`src/core/qtm_regs.svh`:
```
`ifndef QTM_REGS_SVH
`define QTM_REGS_SVH

// Register indices; the byte address is four times the index
`define QTM_IDX_RUN       10'h020
`define QTM_IDX_CMP0      10'h022
`define QTM_IDX_CMP1      10'h023
`define QTM_IDX_MODE_A    10'h024
`define QTM_IDX_MODE_B    10'h025
`define QTM_IDX_CMP2      10'h026
`define QTM_IDX_CMP3      10'h027
`define QTM_IDX_TOGGLE    10'h028
`define QTM_IDX_DBUF      10'h029
`define QTM_IDX_SYSCLK    10'h06e

// Reset values
`define QTM_SYSCLK_RESET  8'ha0
`define QTM_RUN_BIT6      8'h40

// Run control field positions
`define QTM_RUN_PRESCALER 7

// System clock control field positions
`define QTM_SYS_WARMUP    2

// Pair mode codes
`define QTM_MODE_8BIT     2'b00
`define QTM_MODE_16BIT    2'b01
`define QTM_MODE_PPG      2'b10
`define QTM_MODE_PWM      2'b11

// Output flip-flop force codes
`define QTM_FORCE_INVERT  2'b00
`define QTM_FORCE_SET     2'b01
`define QTM_FORCE_CLEAR   2'b10

// Prescaler source codes
`define QTM_SRC_GEARED    2'b00
`define QTM_SRC_LOW       2'b01
`define QTM_SRC_DIV16     2'b10

// PWM period masks
`define QTM_PWM_MASK6     8'h3f
`define QTM_PWM_MASK7     8'h7f
`define QTM_PWM_MASK8     8'hff

// Prescaler tap masks for the four timer clocks
`define QTM_TAP_T1        9'h001
`define QTM_TAP_T4        9'h007
`define QTM_TAP_T16       9'h01f
`define QTM_TAP_T256      9'h1ff

// Warm-up length in pclk cycles
`define QTM_WARMUP_CYCLES 16

`endif

```
`src/core/qtm_top_unused_guard.sv`:
```
`timescale 1ns/10ps

```
`src/core/qtm_pkg.sv`:
```
`default_nettype none
package qtm_pkg;

  // Pair mode register layout
  typedef struct packed {
    logic [1:0] mode;
    logic [1:0] pwm;
    logic [1:0] hi_sel;
    logic [1:0] lo_sel;
  } qtm_mode_type;

  // Per pair output flip-flop control
  typedef struct packed {
    logic invert_en;
    logic src_upper;
  } qtm_toggle_type;

endpackage
`default_nettype wire

```
`src/core/qtm_top.sv`:
```
`timescale 1ns/10ps
`default_nettype none
`include "qtm_regs.svh"

module qtm_top
  import qtm_pkg::*;
#(
  parameter int unsigned WARMUP_CYCLES = `QTM_WARMUP_CYCLES
) (
  // Clock, reset, enable
  input  wire logic        pclk,
  input  wire logic        presetn,
  input  wire logic        ce,
  // APB slave
  input  wire logic        psel,
  input  wire logic        penable,
  input  wire logic        pwrite,
  input  wire logic [11:0] paddr,
  input  wire logic [31:0] pwdata,
  output logic      [31:0] prdata,
  output logic             pready,
  output logic             pslverr,
  // Prescaler source enables, pclk domain
  input  wire logic        geared_high_clock,
  input  wire logic        low_clock_tick,
  input  wire logic        high_div16_tick,
  // External count pins for timers 0 and 2
  input  wire logic [1:0]  ext_count_in,
  // Timer outputs and interrupt pulses
  output logic             timer_out_a,
  output logic             timer_out_b,
  output logic             timer0_irq,
  output logic             timer1_irq,
  output logic             timer2_irq,
  output logic             timer3_irq
);

  localparam logic [15:0] WARM_LOAD = 16'(WARMUP_CYCLES);

  // Address hit on an aligned word
  function automatic logic hit_idx(logic [11:0] a, logic [9:0] idx);
    return (a[11:2] == idx) && (a[1:0] == 2'b00);
  endfunction

  // Prescaler tap fires on the tick that brings its low bits to all ones
  function automatic logic tap(logic [8:0] pre, logic [8:0] mask);
    return &(pre | ~mask);
  endfunction

  // Comparator for the next count
  function automatic logic cmp_hit(logic [7:0] cnt, logic [7:0] cmp);
    return (cmp == 8'h00) ? (cnt == 8'hff) : (8'(cnt + 8'h01) == cmp);
  endfunction

  // Timer state
  logic [7:0]     cnt_q [4];
  logic [7:0]     cnt_d [4];
  logic [7:0]     cmp_q [4];
  logic [7:0]     cmp_d [4];
  logic [7:0]     buf_q [2];
  logic [7:0]     buf_d [2];
  logic [1:0]     tff_q, tff_d;
  logic [1:0]     susp_q, susp_d;
  logic [3:0]     irq_q, irq_d;
  // Register state
  logic [3:0]     run_q, run_d;
  logic           prun_q, prun_d;
  qtm_mode_type   mode_q [2];
  qtm_mode_type   mode_d [2];
  qtm_toggle_type tgl_q [2];
  qtm_toggle_type tgl_d [2];
  logic [1:0]     dben_q, dben_d;
  logic [7:0]     sys_q, sys_d;
  logic [15:0]    warm_q, warm_d;
  // Prescaler and pin state
  logic [1:0]     div_q, div_d;
  logic [8:0]     pre_q, pre_d;
  logic           ptick_q, ptick_d;
  logic [1:0]     ext_s1_q, ext_s2_q, ext_prev_q;
  // Bus state
  logic [31:0]    rdata_q, rdata_d;
  logic           ready_q, ready_d;
  logic           err_q, err_d;

  logic           wr;
  logic [7:0]     wd;
  logic           mapped;
  logic [1:0]     ext_rise;
  logic           t1, t4, t16, t256;

  assign wr       = psel & penable & pwrite & ready_q;
  assign wd       = pwdata[7:0];
  assign ext_rise = ext_s2_q & ~ext_prev_q;
  // Timer clocks are one-cycle enables off the prescaler
  assign t1   = ptick_q & tap(pre_q, `QTM_TAP_T1);
  assign t4   = ptick_q & tap(pre_q, `QTM_TAP_T4);
  assign t16  = ptick_q & tap(pre_q, `QTM_TAP_T16);
  assign t256 = ptick_q & tap(pre_q, `QTM_TAP_T256);

  // Prescaler, divide by four then nine-bit chain
  always_comb begin
    logic src;
    src     = 1'b0;
    div_d   = div_q;
    pre_d   = pre_q;
    ptick_d = 1'b0;
    case (sys_q[1:0])
      `QTM_SRC_GEARED: src = geared_high_clock;
      `QTM_SRC_LOW:    src = low_clock_tick;
      `QTM_SRC_DIV16:  src = high_div16_tick;
      default:         src = 1'b0;
    endcase
    if (!prun_q) begin
      div_d = 2'b00;
      pre_d = 9'h000;
    end else if (src) begin
      div_d = 2'(div_q + 2'b01);
      if (div_q == 2'b11) begin
        ptick_d = 1'b1;
        pre_d   = 9'(pre_q + 9'h001);
      end
    end
  end

  // Counters, comparators and output flip-flops
  always_comb begin
    logic [7:0]  nl;
    logic [7:0]  nh;
    logic [7:0]  pmask;
    logic        lt, ht, lm, hm, tog;
    logic [15:0] c16, k16;
    int          lo, hi;
    nl = 8'h00; nh = 8'h00; pmask = 8'h00;
    lt = 1'b0; ht = 1'b0; lm = 1'b0; hm = 1'b0; tog = 1'b0;
    c16 = 16'h0000; k16 = 16'h0000; lo = 0; hi = 1;
    cnt_d  = cnt_q;
    cmp_d  = cmp_q;
    buf_d  = buf_q;
    tff_d  = tff_q;
    susp_d = susp_q;
    irq_d  = 4'h0;
    for (int p = 0; p < 2; p++) begin
      lo  = 2 * p;
      hi  = 2 * p + 1;
      tog = 1'b0;
      nl  = 8'(cnt_q[lo] + 8'h01);
      nh  = 8'(cnt_q[hi] + 8'h01);
      case (mode_q[p].lo_sel)
        2'b00:   lt = ext_rise[p];
        2'b01:   lt = t1;
        2'b10:   lt = t4;
        default: lt = t16;
      endcase
      lt = lt & run_q[lo];
      lm = lt & cmp_hit(cnt_q[lo], cmp_q[lo]);
      case (mode_q[p].pwm)
        2'b01:   pmask = `QTM_PWM_MASK6;
        2'b10:   pmask = `QTM_PWM_MASK7;
        default: pmask = `QTM_PWM_MASK8;
      endcase
      // Lower timer
      case (mode_q[p].mode)
        `QTM_MODE_16BIT: begin
          c16 = {cnt_q[hi], cnt_q[lo]};
          k16 = {cmp_q[hi], cmp_q[lo]};
          if (lt) begin
            cnt_d[lo] = nl;
            if ((k16 == 16'h0000) ? (c16 == 16'hffff)
                : (16'(c16 + 16'h0001) == k16)) begin
              if (!susp_q[p]) begin
                cnt_d[lo] = 8'h00;
                cnt_d[hi] = 8'h00;
                irq_d[hi] = 1'b1;
                tog       = 1'b1;
              end else if (cnt_q[lo] == 8'hff) begin
                cnt_d[hi] = nh;
              end
            end else if (cnt_q[lo] == 8'hff && run_q[hi]) begin
              cnt_d[hi] = nh;
            end
          end
        end
        `QTM_MODE_PPG: begin
          cnt_d[hi] = 8'h00;
          if (lt) begin
            if (nl == cmp_q[hi]) begin
              cnt_d[lo] = 8'h00;
              irq_d[lo] = 1'b1;
              tog       = 1'b1;
              if (dben_q[p]) begin
                cmp_d[lo] = buf_q[p];
              end
            end else begin
              cnt_d[lo] = nl;
              tog       = (nl == cmp_q[lo]);
            end
          end
        end
        `QTM_MODE_PWM: begin
          if (lt) begin
            if (cnt_q[lo] == pmask) begin
              cnt_d[lo] = 8'h00;
              irq_d[lo] = 1'b1;
              tog       = 1'b1;
              if (dben_q[p]) begin
                cmp_d[lo] = buf_q[p];
              end
            end else begin
              cnt_d[lo] = nl;
              tog       = (nl == cmp_q[lo]);
            end
          end
        end
        default: begin
          if (lm) begin
            cnt_d[lo] = 8'h00;
            irq_d[lo] = 1'b1;
            tog       = !tgl_q[p].src_upper;
          end else if (lt) begin
            cnt_d[lo] = nl;
          end
        end
      endcase
      // Upper timer as an 8-bit timer
      if (mode_q[p].mode == `QTM_MODE_8BIT ||
          mode_q[p].mode == `QTM_MODE_PWM) begin
        case (mode_q[p].hi_sel)
          2'b00:   ht = lm && (mode_q[p].mode == `QTM_MODE_8BIT);
          2'b01:   ht = t1;
          2'b10:   ht = t16;
          default: ht = t256;
        endcase
        ht = ht & run_q[hi];
        hm = ht & cmp_hit(cnt_q[hi], cmp_q[hi]);
        if (hm) begin
          cnt_d[hi] = 8'h00;
          irq_d[hi] = 1'b1;
          if (mode_q[p].mode == `QTM_MODE_8BIT && tgl_q[p].src_upper) begin
            tog = 1'b1;
          end
        end else if (ht) begin
          cnt_d[hi] = nh;
        end
      end
      if (!run_q[lo]) begin
        cnt_d[lo] = 8'h00;
      end
      if (!run_q[hi]) begin
        cnt_d[hi] = 8'h00;
      end
      if (tog && tgl_q[p].invert_en) begin
        tff_d[p] = ~tff_q[p];
      end
    end
    // Lower compare writes (CMP0, CMP2) share one address with the buffer
    if (wr) begin
      for (int p = 0; p < 2; p++) begin
        if (hit_idx(paddr, (p == 0) ? `QTM_IDX_CMP0 : `QTM_IDX_CMP2)) begin
          buf_d[p] = wd;
          if (!dben_q[p]) begin
            cmp_d[2 * p] = wd;
          end
          if (mode_q[p].mode == `QTM_MODE_16BIT) begin
            susp_d[p] = 1'b1;
          end
        end
        if (hit_idx(paddr, (p == 0) ? `QTM_IDX_CMP1 : `QTM_IDX_CMP3)) begin
          cmp_d[2 * p + 1] = wd;
          susp_d[p]        = 1'b0;
        end
      end
      // Software force of the output flip-flops
      if (hit_idx(paddr, `QTM_IDX_TOGGLE)) begin
        for (int p = 0; p < 2; p++) begin
          case (wd[4 * p + 3 -: 2])
            `QTM_FORCE_INVERT: tff_d[p] = ~tff_q[p];
            `QTM_FORCE_SET:    tff_d[p] = 1'b1;
            `QTM_FORCE_CLEAR:  tff_d[p] = 1'b0;
            default:           tff_d[p] = tff_d[p];
          endcase
        end
      end
    end
  end

  // Control registers and warm-up timer
  always_comb begin
    run_d  = run_q;
    prun_d = prun_q;
    mode_d = mode_q;
    tgl_d  = tgl_q;
    dben_d = dben_q;
    sys_d  = sys_q;
    warm_d = (warm_q != 16'h0000) ? 16'(warm_q - 16'h0001) : warm_q;
    if (wr) begin
      if (hit_idx(paddr, `QTM_IDX_RUN)) begin
        prun_d = wd[`QTM_RUN_PRESCALER];
        run_d  = wd[3:0];
      end
      if (hit_idx(paddr, `QTM_IDX_MODE_A)) begin
        mode_d[0] = wd;
      end
      if (hit_idx(paddr, `QTM_IDX_MODE_B)) begin
        mode_d[1] = wd;
      end
      if (hit_idx(paddr, `QTM_IDX_TOGGLE)) begin
        tgl_d[0] = wd[1:0];
        tgl_d[1] = wd[5:4];
      end
      if (hit_idx(paddr, `QTM_IDX_DBUF)) begin
        dben_d = wd[1:0];
      end
      if (hit_idx(paddr, `QTM_IDX_SYSCLK)) begin
        sys_d = wd;
        sys_d[`QTM_SYS_WARMUP] = 1'b0;
        if (wd[`QTM_SYS_WARMUP]) begin
          warm_d = WARM_LOAD;
        end
      end
    end
  end

  // APB: answer in the access phase with one wait-free cycle
  always_comb begin
    mapped  = 1'b1;
    rdata_d = 32'h0000_0000;
    ready_d = psel & ~penable;
    err_d   = 1'b0;
    if (hit_idx(paddr, `QTM_IDX_RUN)) begin
      rdata_d[7:0] = {prun_q, 3'b000, run_q} | `QTM_RUN_BIT6;
    end else if (hit_idx(paddr, `QTM_IDX_MODE_A)) begin
      rdata_d[7:0] = mode_q[0];
    end else if (hit_idx(paddr, `QTM_IDX_MODE_B)) begin
      rdata_d[7:0] = mode_q[1];
    end else if (hit_idx(paddr, `QTM_IDX_TOGGLE)) begin
      rdata_d[7:0] = {2'b11, tgl_q[1], 2'b11, tgl_q[0]};
    end else if (hit_idx(paddr, `QTM_IDX_DBUF)) begin
      rdata_d[7:0] = {6'b00_0000, dben_q};
    end else if (hit_idx(paddr, `QTM_IDX_SYSCLK)) begin
      rdata_d[7:0] = sys_q;
      rdata_d[`QTM_SYS_WARMUP] = (warm_q != 16'h0000);
    end else if (hit_idx(paddr, `QTM_IDX_CMP0) ||
                 hit_idx(paddr, `QTM_IDX_CMP1) ||
                 hit_idx(paddr, `QTM_IDX_CMP2) ||
                 hit_idx(paddr, `QTM_IDX_CMP3)) begin
      rdata_d = 32'h0000_0000;
    end else begin
      mapped = 1'b0;
    end
    err_d = psel & ~penable & ~mapped;
  end

  // Registers
  always_ff @(posedge pclk or negedge presetn) begin
    if (!presetn) begin
      cnt_q      <= '{default: 8'h00};
      cmp_q      <= '{default: 8'h00};
      buf_q      <= '{default: 8'h00};
      tff_q      <= 2'b00;
      susp_q     <= 2'b00;
      irq_q      <= 4'h0;
      run_q      <= 4'h0;
      prun_q     <= 1'b0;
      mode_q     <= '{default: 8'h00};
      tgl_q      <= '{default: 2'b00};
      dben_q     <= 2'b00;
      sys_q      <= `QTM_SYSCLK_RESET;
      warm_q     <= 16'h0000;
      div_q      <= 2'b00;
      pre_q      <= 9'h000;
      ptick_q    <= 1'b0;
      ext_s1_q   <= 2'b00;
      ext_s2_q   <= 2'b00;
      ext_prev_q <= 2'b00;
      rdata_q    <= 32'h0000_0000;
      ready_q    <= 1'b0;
      err_q      <= 1'b0;
    end else if (ce) begin
      cnt_q      <= cnt_d;
      cmp_q      <= cmp_d;
      buf_q      <= buf_d;
      tff_q      <= tff_d;
      susp_q     <= susp_d;
      irq_q      <= irq_d;
      run_q      <= run_d;
      prun_q     <= prun_d;
      mode_q     <= mode_d;
      tgl_q      <= tgl_d;
      dben_q     <= dben_d;
      sys_q      <= sys_d;
      warm_q     <= warm_d;
      div_q      <= div_d;
      pre_q      <= pre_d;
      ptick_q    <= ptick_d;
      ext_s1_q   <= ext_count_in;
      ext_s2_q   <= ext_s1_q;
      ext_prev_q <= ext_s2_q;
      rdata_q    <= rdata_d;
      ready_q    <= ready_d;
      err_q      <= err_d;
    end
  end

  // Outputs straight from flops
  assign prdata      = rdata_q;
  assign pready      = ready_q;
  assign pslverr     = err_q;
  assign timer_out_a = tff_q[0];
  assign timer_out_b = tff_q[1];
  assign timer0_irq  = irq_q[0];
  assign timer1_irq  = irq_q[1];
  assign timer2_irq  = irq_q[2];
  assign timer3_irq  = irq_q[3];

endmodule // qtm_top
`default_nettype wire

```
`config.mk`:
```
export PLATFORM = sky130hd
export DESIGN_NAME = qtm_top
export DESIGN_NICKNAME = d
export VERILOG_FILES = /design/src/core/qtm_top_unused_guard.sv /design/src/core/qtm_pkg.sv /design/src/core/qtm_top.sv
export VERILOG_INCLUDE_DIRS = /design/src /design/src/core
export SDC_FILE = /design/constraint.sdc
export NUM_CORES = 1
export LEC_CHECK = 0
export ABC_CLOCK_PERIOD_IN_PS = 5300
export BUFFER_PORTS_ARGS = -buffer_cell sky130_fd_sc_hd__buf_2
export CAP_MARGIN = 15
export CORE_MARGIN = 8
export CORE_UTILIZATION = 60
export DETAILED_ROUTE_END_ITERATION = 12
export PLACE_DENSITY = 0.87
export RECOVER_POWER = 100
export SYNTH_ARGS = -nofsm -noshare
export SYNTH_HDL_FRONTEND = slang
export SYNTH_SLANG_ARGS = --single-unit
```
`constraint.sdc`:
```
create_clock -name pclk -period 5.3 [get_ports pclk]
set_input_delay 0.795 -clock pclk [delete_from_list [all_inputs] [get_ports pclk]]
set_output_delay 0.795 -clock pclk [all_outputs]
set_load 0.005 [all_outputs]
```
Word level (Yosys, flattened, before mapping)
Index checks and enable logic that the tools add are counted.
- flip-flop bits (word level): 166
- output and inout port bits: 40
- word-level logic and storage cells: 351
- $add $sub $neg: 9
- equality and inequality tests: 61
- multiplexer cells: 153
- reductions and logical operators: 65
- bitwise operators: 23
- operators by type and width (kind ; count):
    2-to-1 mux 8 bit ; 56
    2-to-1 mux 16 bit ; 6
    case mux 8 bit (2 select lines) ; 6
    == test 10 x 6 -> 1 bit, second input constant ; 9
    == test 8 bit ; 8
    2-to-1 mux 1 bit ; 64
    case mux 8 bit (3 select lines) ; 2
    AND reduction 3 bit ; 12
    case mux 1 bit (3 select lines) ; 11
    adder 16 x 1 -> 16 bit, second input constant ; 2
    adder 8 x 1 -> 8 bit, second input constant ; 4
    == test 16 bit ; 2
    == test 16 bit, second input constant ; 2
    == test 8 bit, second input constant ; 4
    logical NOT 16 bit ; 2
    logical NOT 8 bit ; 4
    2-to-1 mux 32 bit ; 1
    == test 2 bit, second input constant ; 14
    2-to-1 mux 9 bit ; 3
    == test 2 x 1 -> 1 bit, second input constant ; 11
    logical NOT 2 bit ; 10
    logical AND 1 bit ; 18
    != test 3 bit, second input constant ; 6
    AND 1 bit ; 17
    other kinds (18) ; 37

Depth between registers and ports, before layout
- word-level depth: 17
- depth in mapped cells: 15

Least setup slack after synthesis
No wires, ideal clock.
- kind: register to register
- from: register cnt_q[9] in the netlist's numbering
- to: register cnt_q[6] in the netlist's numbering
- stages on the path, launching flop included: 12
- data required time: 5174 ps
- setup slack: 1915 ps
- period minus slack after synthesis: 3385 ps
- path buffers: 1
- arrival: 3259 ps
- setup time: 126 ps
- path through: dfrtp_1 -> ha_1 -> buf_2 -> xor3_1 -> a41oi_1 -> nand4_1 -> or4_1 -> or4_4 -> a31oi_4 -> nand2_2 -> mux2_4 -> a221o_1
- word-level cells in the longest chain between the ends: 12
- elaborated cells on any way between the ends: 25
- RTL lines (item ; line ; source):
    start: declaration ; qtm_top.sv:56 ; logic [7:0] cnt_q [4];
    start signal: assignment ; qtm_top.sv:379 ; cnt_q <= cnt_d;
    adder 8 x 1 -> 8 bit ; qtm_top.sv:52 ; return (cmp == 8'h00) ? (cnt == 8'hff) : (8'(cnt + 8'h01) == cmp);
    == test 8 bit ; qtm_top.sv:52 ;
    2-to-1 mux 1 bit ; qtm_top.sv:52 ;
    AND 1 bit ; qtm_top.sv:155 ; lm = lt & cmp_hit(cnt_q[lo], cmp_q[lo]);
    logical AND 1 bit ; qtm_top.sv:228 ; 2'b00: ht = lm && (mode_q[p].mode == `QTM_MODE_8BIT);
    case mux 1 bit (3 select lines) ; qtm_top.sv:227 ; case (mode_q[p].hi_sel)
    2-to-1 mux 1 bit ; qtm_top.sv:225 ; if (mode_q[p].mode == `QTM_MODE_8BIT ||
    AND 1 bit ; qtm_top.sv:233 ; ht = ht & run_q[hi];
    2-to-1 mux 8 bit or AND 1 bit (tied branches) ; qtm_top.sv:241, qtm_top.sv:234 ;
    2-to-1 mux 8 bit ; qtm_top.sv:235 ; if (hm) begin
    2-to-1 mux 8 bit * ; qtm_top.sv:225 ;
    2-to-1 mux 8 bit * ; qtm_top.sv:248 ; if (!run_q[hi]) begin
Every way passes the cells marked *; elsewhere a longest branch is shown, timed or not. The select of a mux whose other input is x is not followed.
A chain may end at the register's enable or synchronous reset.

Final worst setup path
- from: register cnt_q[24] in the netlist's numbering
- to: register cnt_q[20] in the netlist's numbering
The elaborated chain is that of the path after synthesis.

==> flow_summary.ini <==
[outcome]
outcome = complete, but fails checks
failing_checks = max-capacitance violations, max-slew violations

[global_routing]
global_route.overflow_total = 0
grt_antenna_before_repair = 0
grt_pass1_vias = 9753
grt_first_pass_wirelength_mm = 51.24
gr-usage-all-layers_pct = 26.47
pin_count_of_the_biggest_net_entering_global_routing = 68

[logic_synthesis]
syn-instance-count = 1286
synth_async_sr_flop_share_pct = 100.0
post_synth_instance_area_mm2 = 0.01141
count_of_flip_flops_with_a_built_in_enable_after_synthesis = 0
synth-main-ff-cell = dfrtp_1
synthesis.yosys.warnings = 0
post_synth_main_area_contributors = dfrtp_1, mux2_2, xnor2_1
mean_post_synth_cell_area_um2 = 8.876
synth_cell_type_count = 84
synthesized_flop_and_latch_total = 166
synth_area_leader_cell = dfrtp_1
synth-seq-area-share_pct = 36.41
yosysTopAreaCellShare_pct = 35.95

[sta]
transition_time_of_the_tightest_slew_check_pin_ns = 3.742
clock_skew_ns = 0.01160
timing.slew.headroom_pct = -149.5
finalCritPeriodShare_pct = 84.20
rsz0062_at_grt = false
final_period_minus_worst_setup_slack_ns = 4.462
max_freq_mhz = 224.1
setup-violations-final = 0
timing.final.hold_violations = 0
total_neg_setup_slack_ns = 0
worst_slack_ns = 0.8376
maxSlewViolCount = 142

[detailed_routing]
dr.first_iter.drc_count = 1359
drt-wirelength-per-cell_um = 20.30
route.detailed.vias_per_inst = 6.682
number_of_routed_nets_with_antenna_violations = 0
via_count = 10260
drt-total-wl_mm = 31.18
drc = 0
drt_first_pass_iters = 6

[finish]
fill_cells = 1462
layout_common_cells = dfrtp_1, nand2_1, nor2_1
drive_above_1_share_pct = 12.83
synthToLayoutAreaGrowth_pct = 6.171
nNetsFinal = 1367
antenna-diode-count = 0
most_common_cell_after_layout_fill_and_taps_aside = dfrtp_1

[critical_path]
worst_setup_path_start_kind = register
worst-setup-path-type = reg2reg
required_arrival_time_at_the_worst_endpoint_ns = 5.63
critical_path.endpoint_type = register
worst_ep_arrival_time_ns = 4.80
cp_max_fo = 10

[power]
vdd.ir_drop.worst_mv = 0.2250
cellPowerDensity_mw_per_mm2 = 258.8
finalPower_uw = 3136
leakagePower_uw = 0.005167

[clock_network]
cts-hold-fix-buffers = 0
number_of_cts_inserted_buffers = 17
cts-resized-gates = 0
setup_fix_buffers_added_after_clock_tree_synthesis = 0
tritoncts = built
clkSlewWorstSetupHoldPaths_ns = 0.06
clkLatencyLatePin_ns = 0.43
cts_buffer_depth = 2
htreeDepth = 4
total_clock_sinks = 166
clockRootBuffer = clkbuf_16

[die]
die_h_um = 153.9
io_pins = 95
start_util_pct = 61.02
die_x_um = 153.9
core_area_mm2 = 0.01871
die_area_mm2 = 0.02369
std_cell_rows = 50

[placed_design]
final_estimated_routing_congestion_in_global_placement = 0.9455
placement.io_buffers = 46
hpwlAfterDp_mm = 22.07
preCtsSetupSlack_ns = 1.187

[worst_hold_path]
kind_of_path_behind_the_tightest_hold_check = reg2reg

[job]
cap_viol_max_count = 3
## path summary, 6_finish.rpt
kind                                       startpoint                    end  slack, ns  depth (start not counted)
worst min register to register   irq_q[3]$_DFFE_PN0P_   irq_q[3]$_DFFE_PN0P_       0.49                          2
worst max-delay path            cnt_q[24]$_DFFE_PN0P_  cnt_q[20]$_DFFE_PN0P_       0.84                         10
worst min-delay path             irq_q[3]$_DFFE_PN0P_   irq_q[3]$_DFFE_PN0P_       0.49                          2
max in group asynchronous                     presetn   cnt_q[3]$_DFFE_PN0P_       1.44                          2
min in group asynchronous                     presetn  cnt_q[21]$_DFFE_PN0P_       1.64                          1
worst max register to register  cnt_q[24]$_DFFE_PN0P_  cnt_q[20]$_DFFE_PN0P_       0.84                         10
## critical path, stage by stage, from the launching register on
cell and delay (ns):
dfrtp_1 0.49, ha_1 0.30, xor3_1 0.45, or3_1 0.30, or4_1 0.52, a2111oi_0 0.79
nand3_1 0.20, a31oi_1 0.75, and3_1 0.36, a22oi_1 0.09, o211ai_1 0.12
## where the power goes
part           internal, uW  switching, uW
clock network           628            559
registers              1370            124
logic                   213            244
## synth_stat cells, types with 4 or more instances
cell type / instances
xor2_1: 32
o22ai_1: 9
and4_1: 8
and2_1: 10
a211oi_1: 9
nand4_1: 24
a211o_1: 5
nor2_1: 99
nand3_1: 49
a31oi_1: 23
and3_1: 20
a22o_1: 11
buf_2: 10
clkbuf_1: 59
nor3_1: 29
nand2_1: 120
ha_1: 23
nor4_1: 27
or4_1: 9
o31ai_1: 4
o21ai_1: 5
a21o_1: 9
mux2i_1: 13
xnor2_1: 63
o21ai_0: 92
nor3b_1: 4
o21bai_1: 8
a22oi_1: 18
or3_1: 12
or2_2: 4
a222oi_1: 10
o211ai_1: 14
nor2b_1: 15
buf_1: 4
a21oi_1: 38
dfrtp_1: 164
mux2_2: 78
nand2b_1: 10
inv_1: 49
nand3b_1: 4
buf_4: 26
## stage by stage
| stage | hold WS [ns] | cell area, um^2 | std cells | utilization (%) |
|---|---|---|---|---|
| after floorplan | 0.4429 | 11500 | 1309 | - |
| after global placement | 0.4668 | 11640 | 1503 | 62.22 |
| after detailed placement | 0.4730 | 11640 | 1503 | 62.22 |
| after CTS | 0.3950 | 12190 | 1535 | 65.18 |
| after global routing | 0.5239 | 12120 | 1536 | 64.79 |
| final | 0.4918 | 12120 | 1536 | 64.79 |
## cell type report
class / count / area [um^2] / share of cell area [%]
Clock buffer: 19 / 442.9 / 3.655
Sequential cell: 166 / 4156 / 34.30
Inverter: 49 / 183.9 / 1.518
Multi-Input combinational cell: 993 / 6626 / 54.68
Timing Repair Buffer: 62 / 306.5 / 2.529
Tap cell: 234 / 292.8 / 2.416
Clock inverter: 13 / 110.1 / 0.9085
## state kept, by name, indices dropped and copies added, names as in the netlist, 7 cells and up
| signal | cells |
|---|---|
| sys_q | 7 |
| buf_q | 16 |
| cmp_q | 32 |
| pre_q | 9 |
| prdata | 8 |
| warm_q | 16 |
| mode_q | 16 |
| cnt_q | 32 |
## layer usage
metal	global-route usage, %	routed length, um	vias to the layer above
met5	0	0	-
met4	9.753	951	0
met3	5.381	2864	106
met2	41.59	14390	562
met1	35.58	12980	4959
li1	-	-	4637
## cell families (layout without fill, tap and decap cells)
family / Yosys count / count (layout) / share of synthesized area [%]
compound gates: 298 / 298 / 17.67
xor+xnor: 100 / 100 / 8.309
fa+ha+maj: 23 / 23 / 2.521
buf+inv: 150 / 143 / 6.029
flops: 166 / 166 / 36.41
mux: 92 / 92 / 8.966
other cells: 1 / 24 / 0.03285
simple gates: 456 / 456 / 20.06
Power figures use the tool's default switching activity.
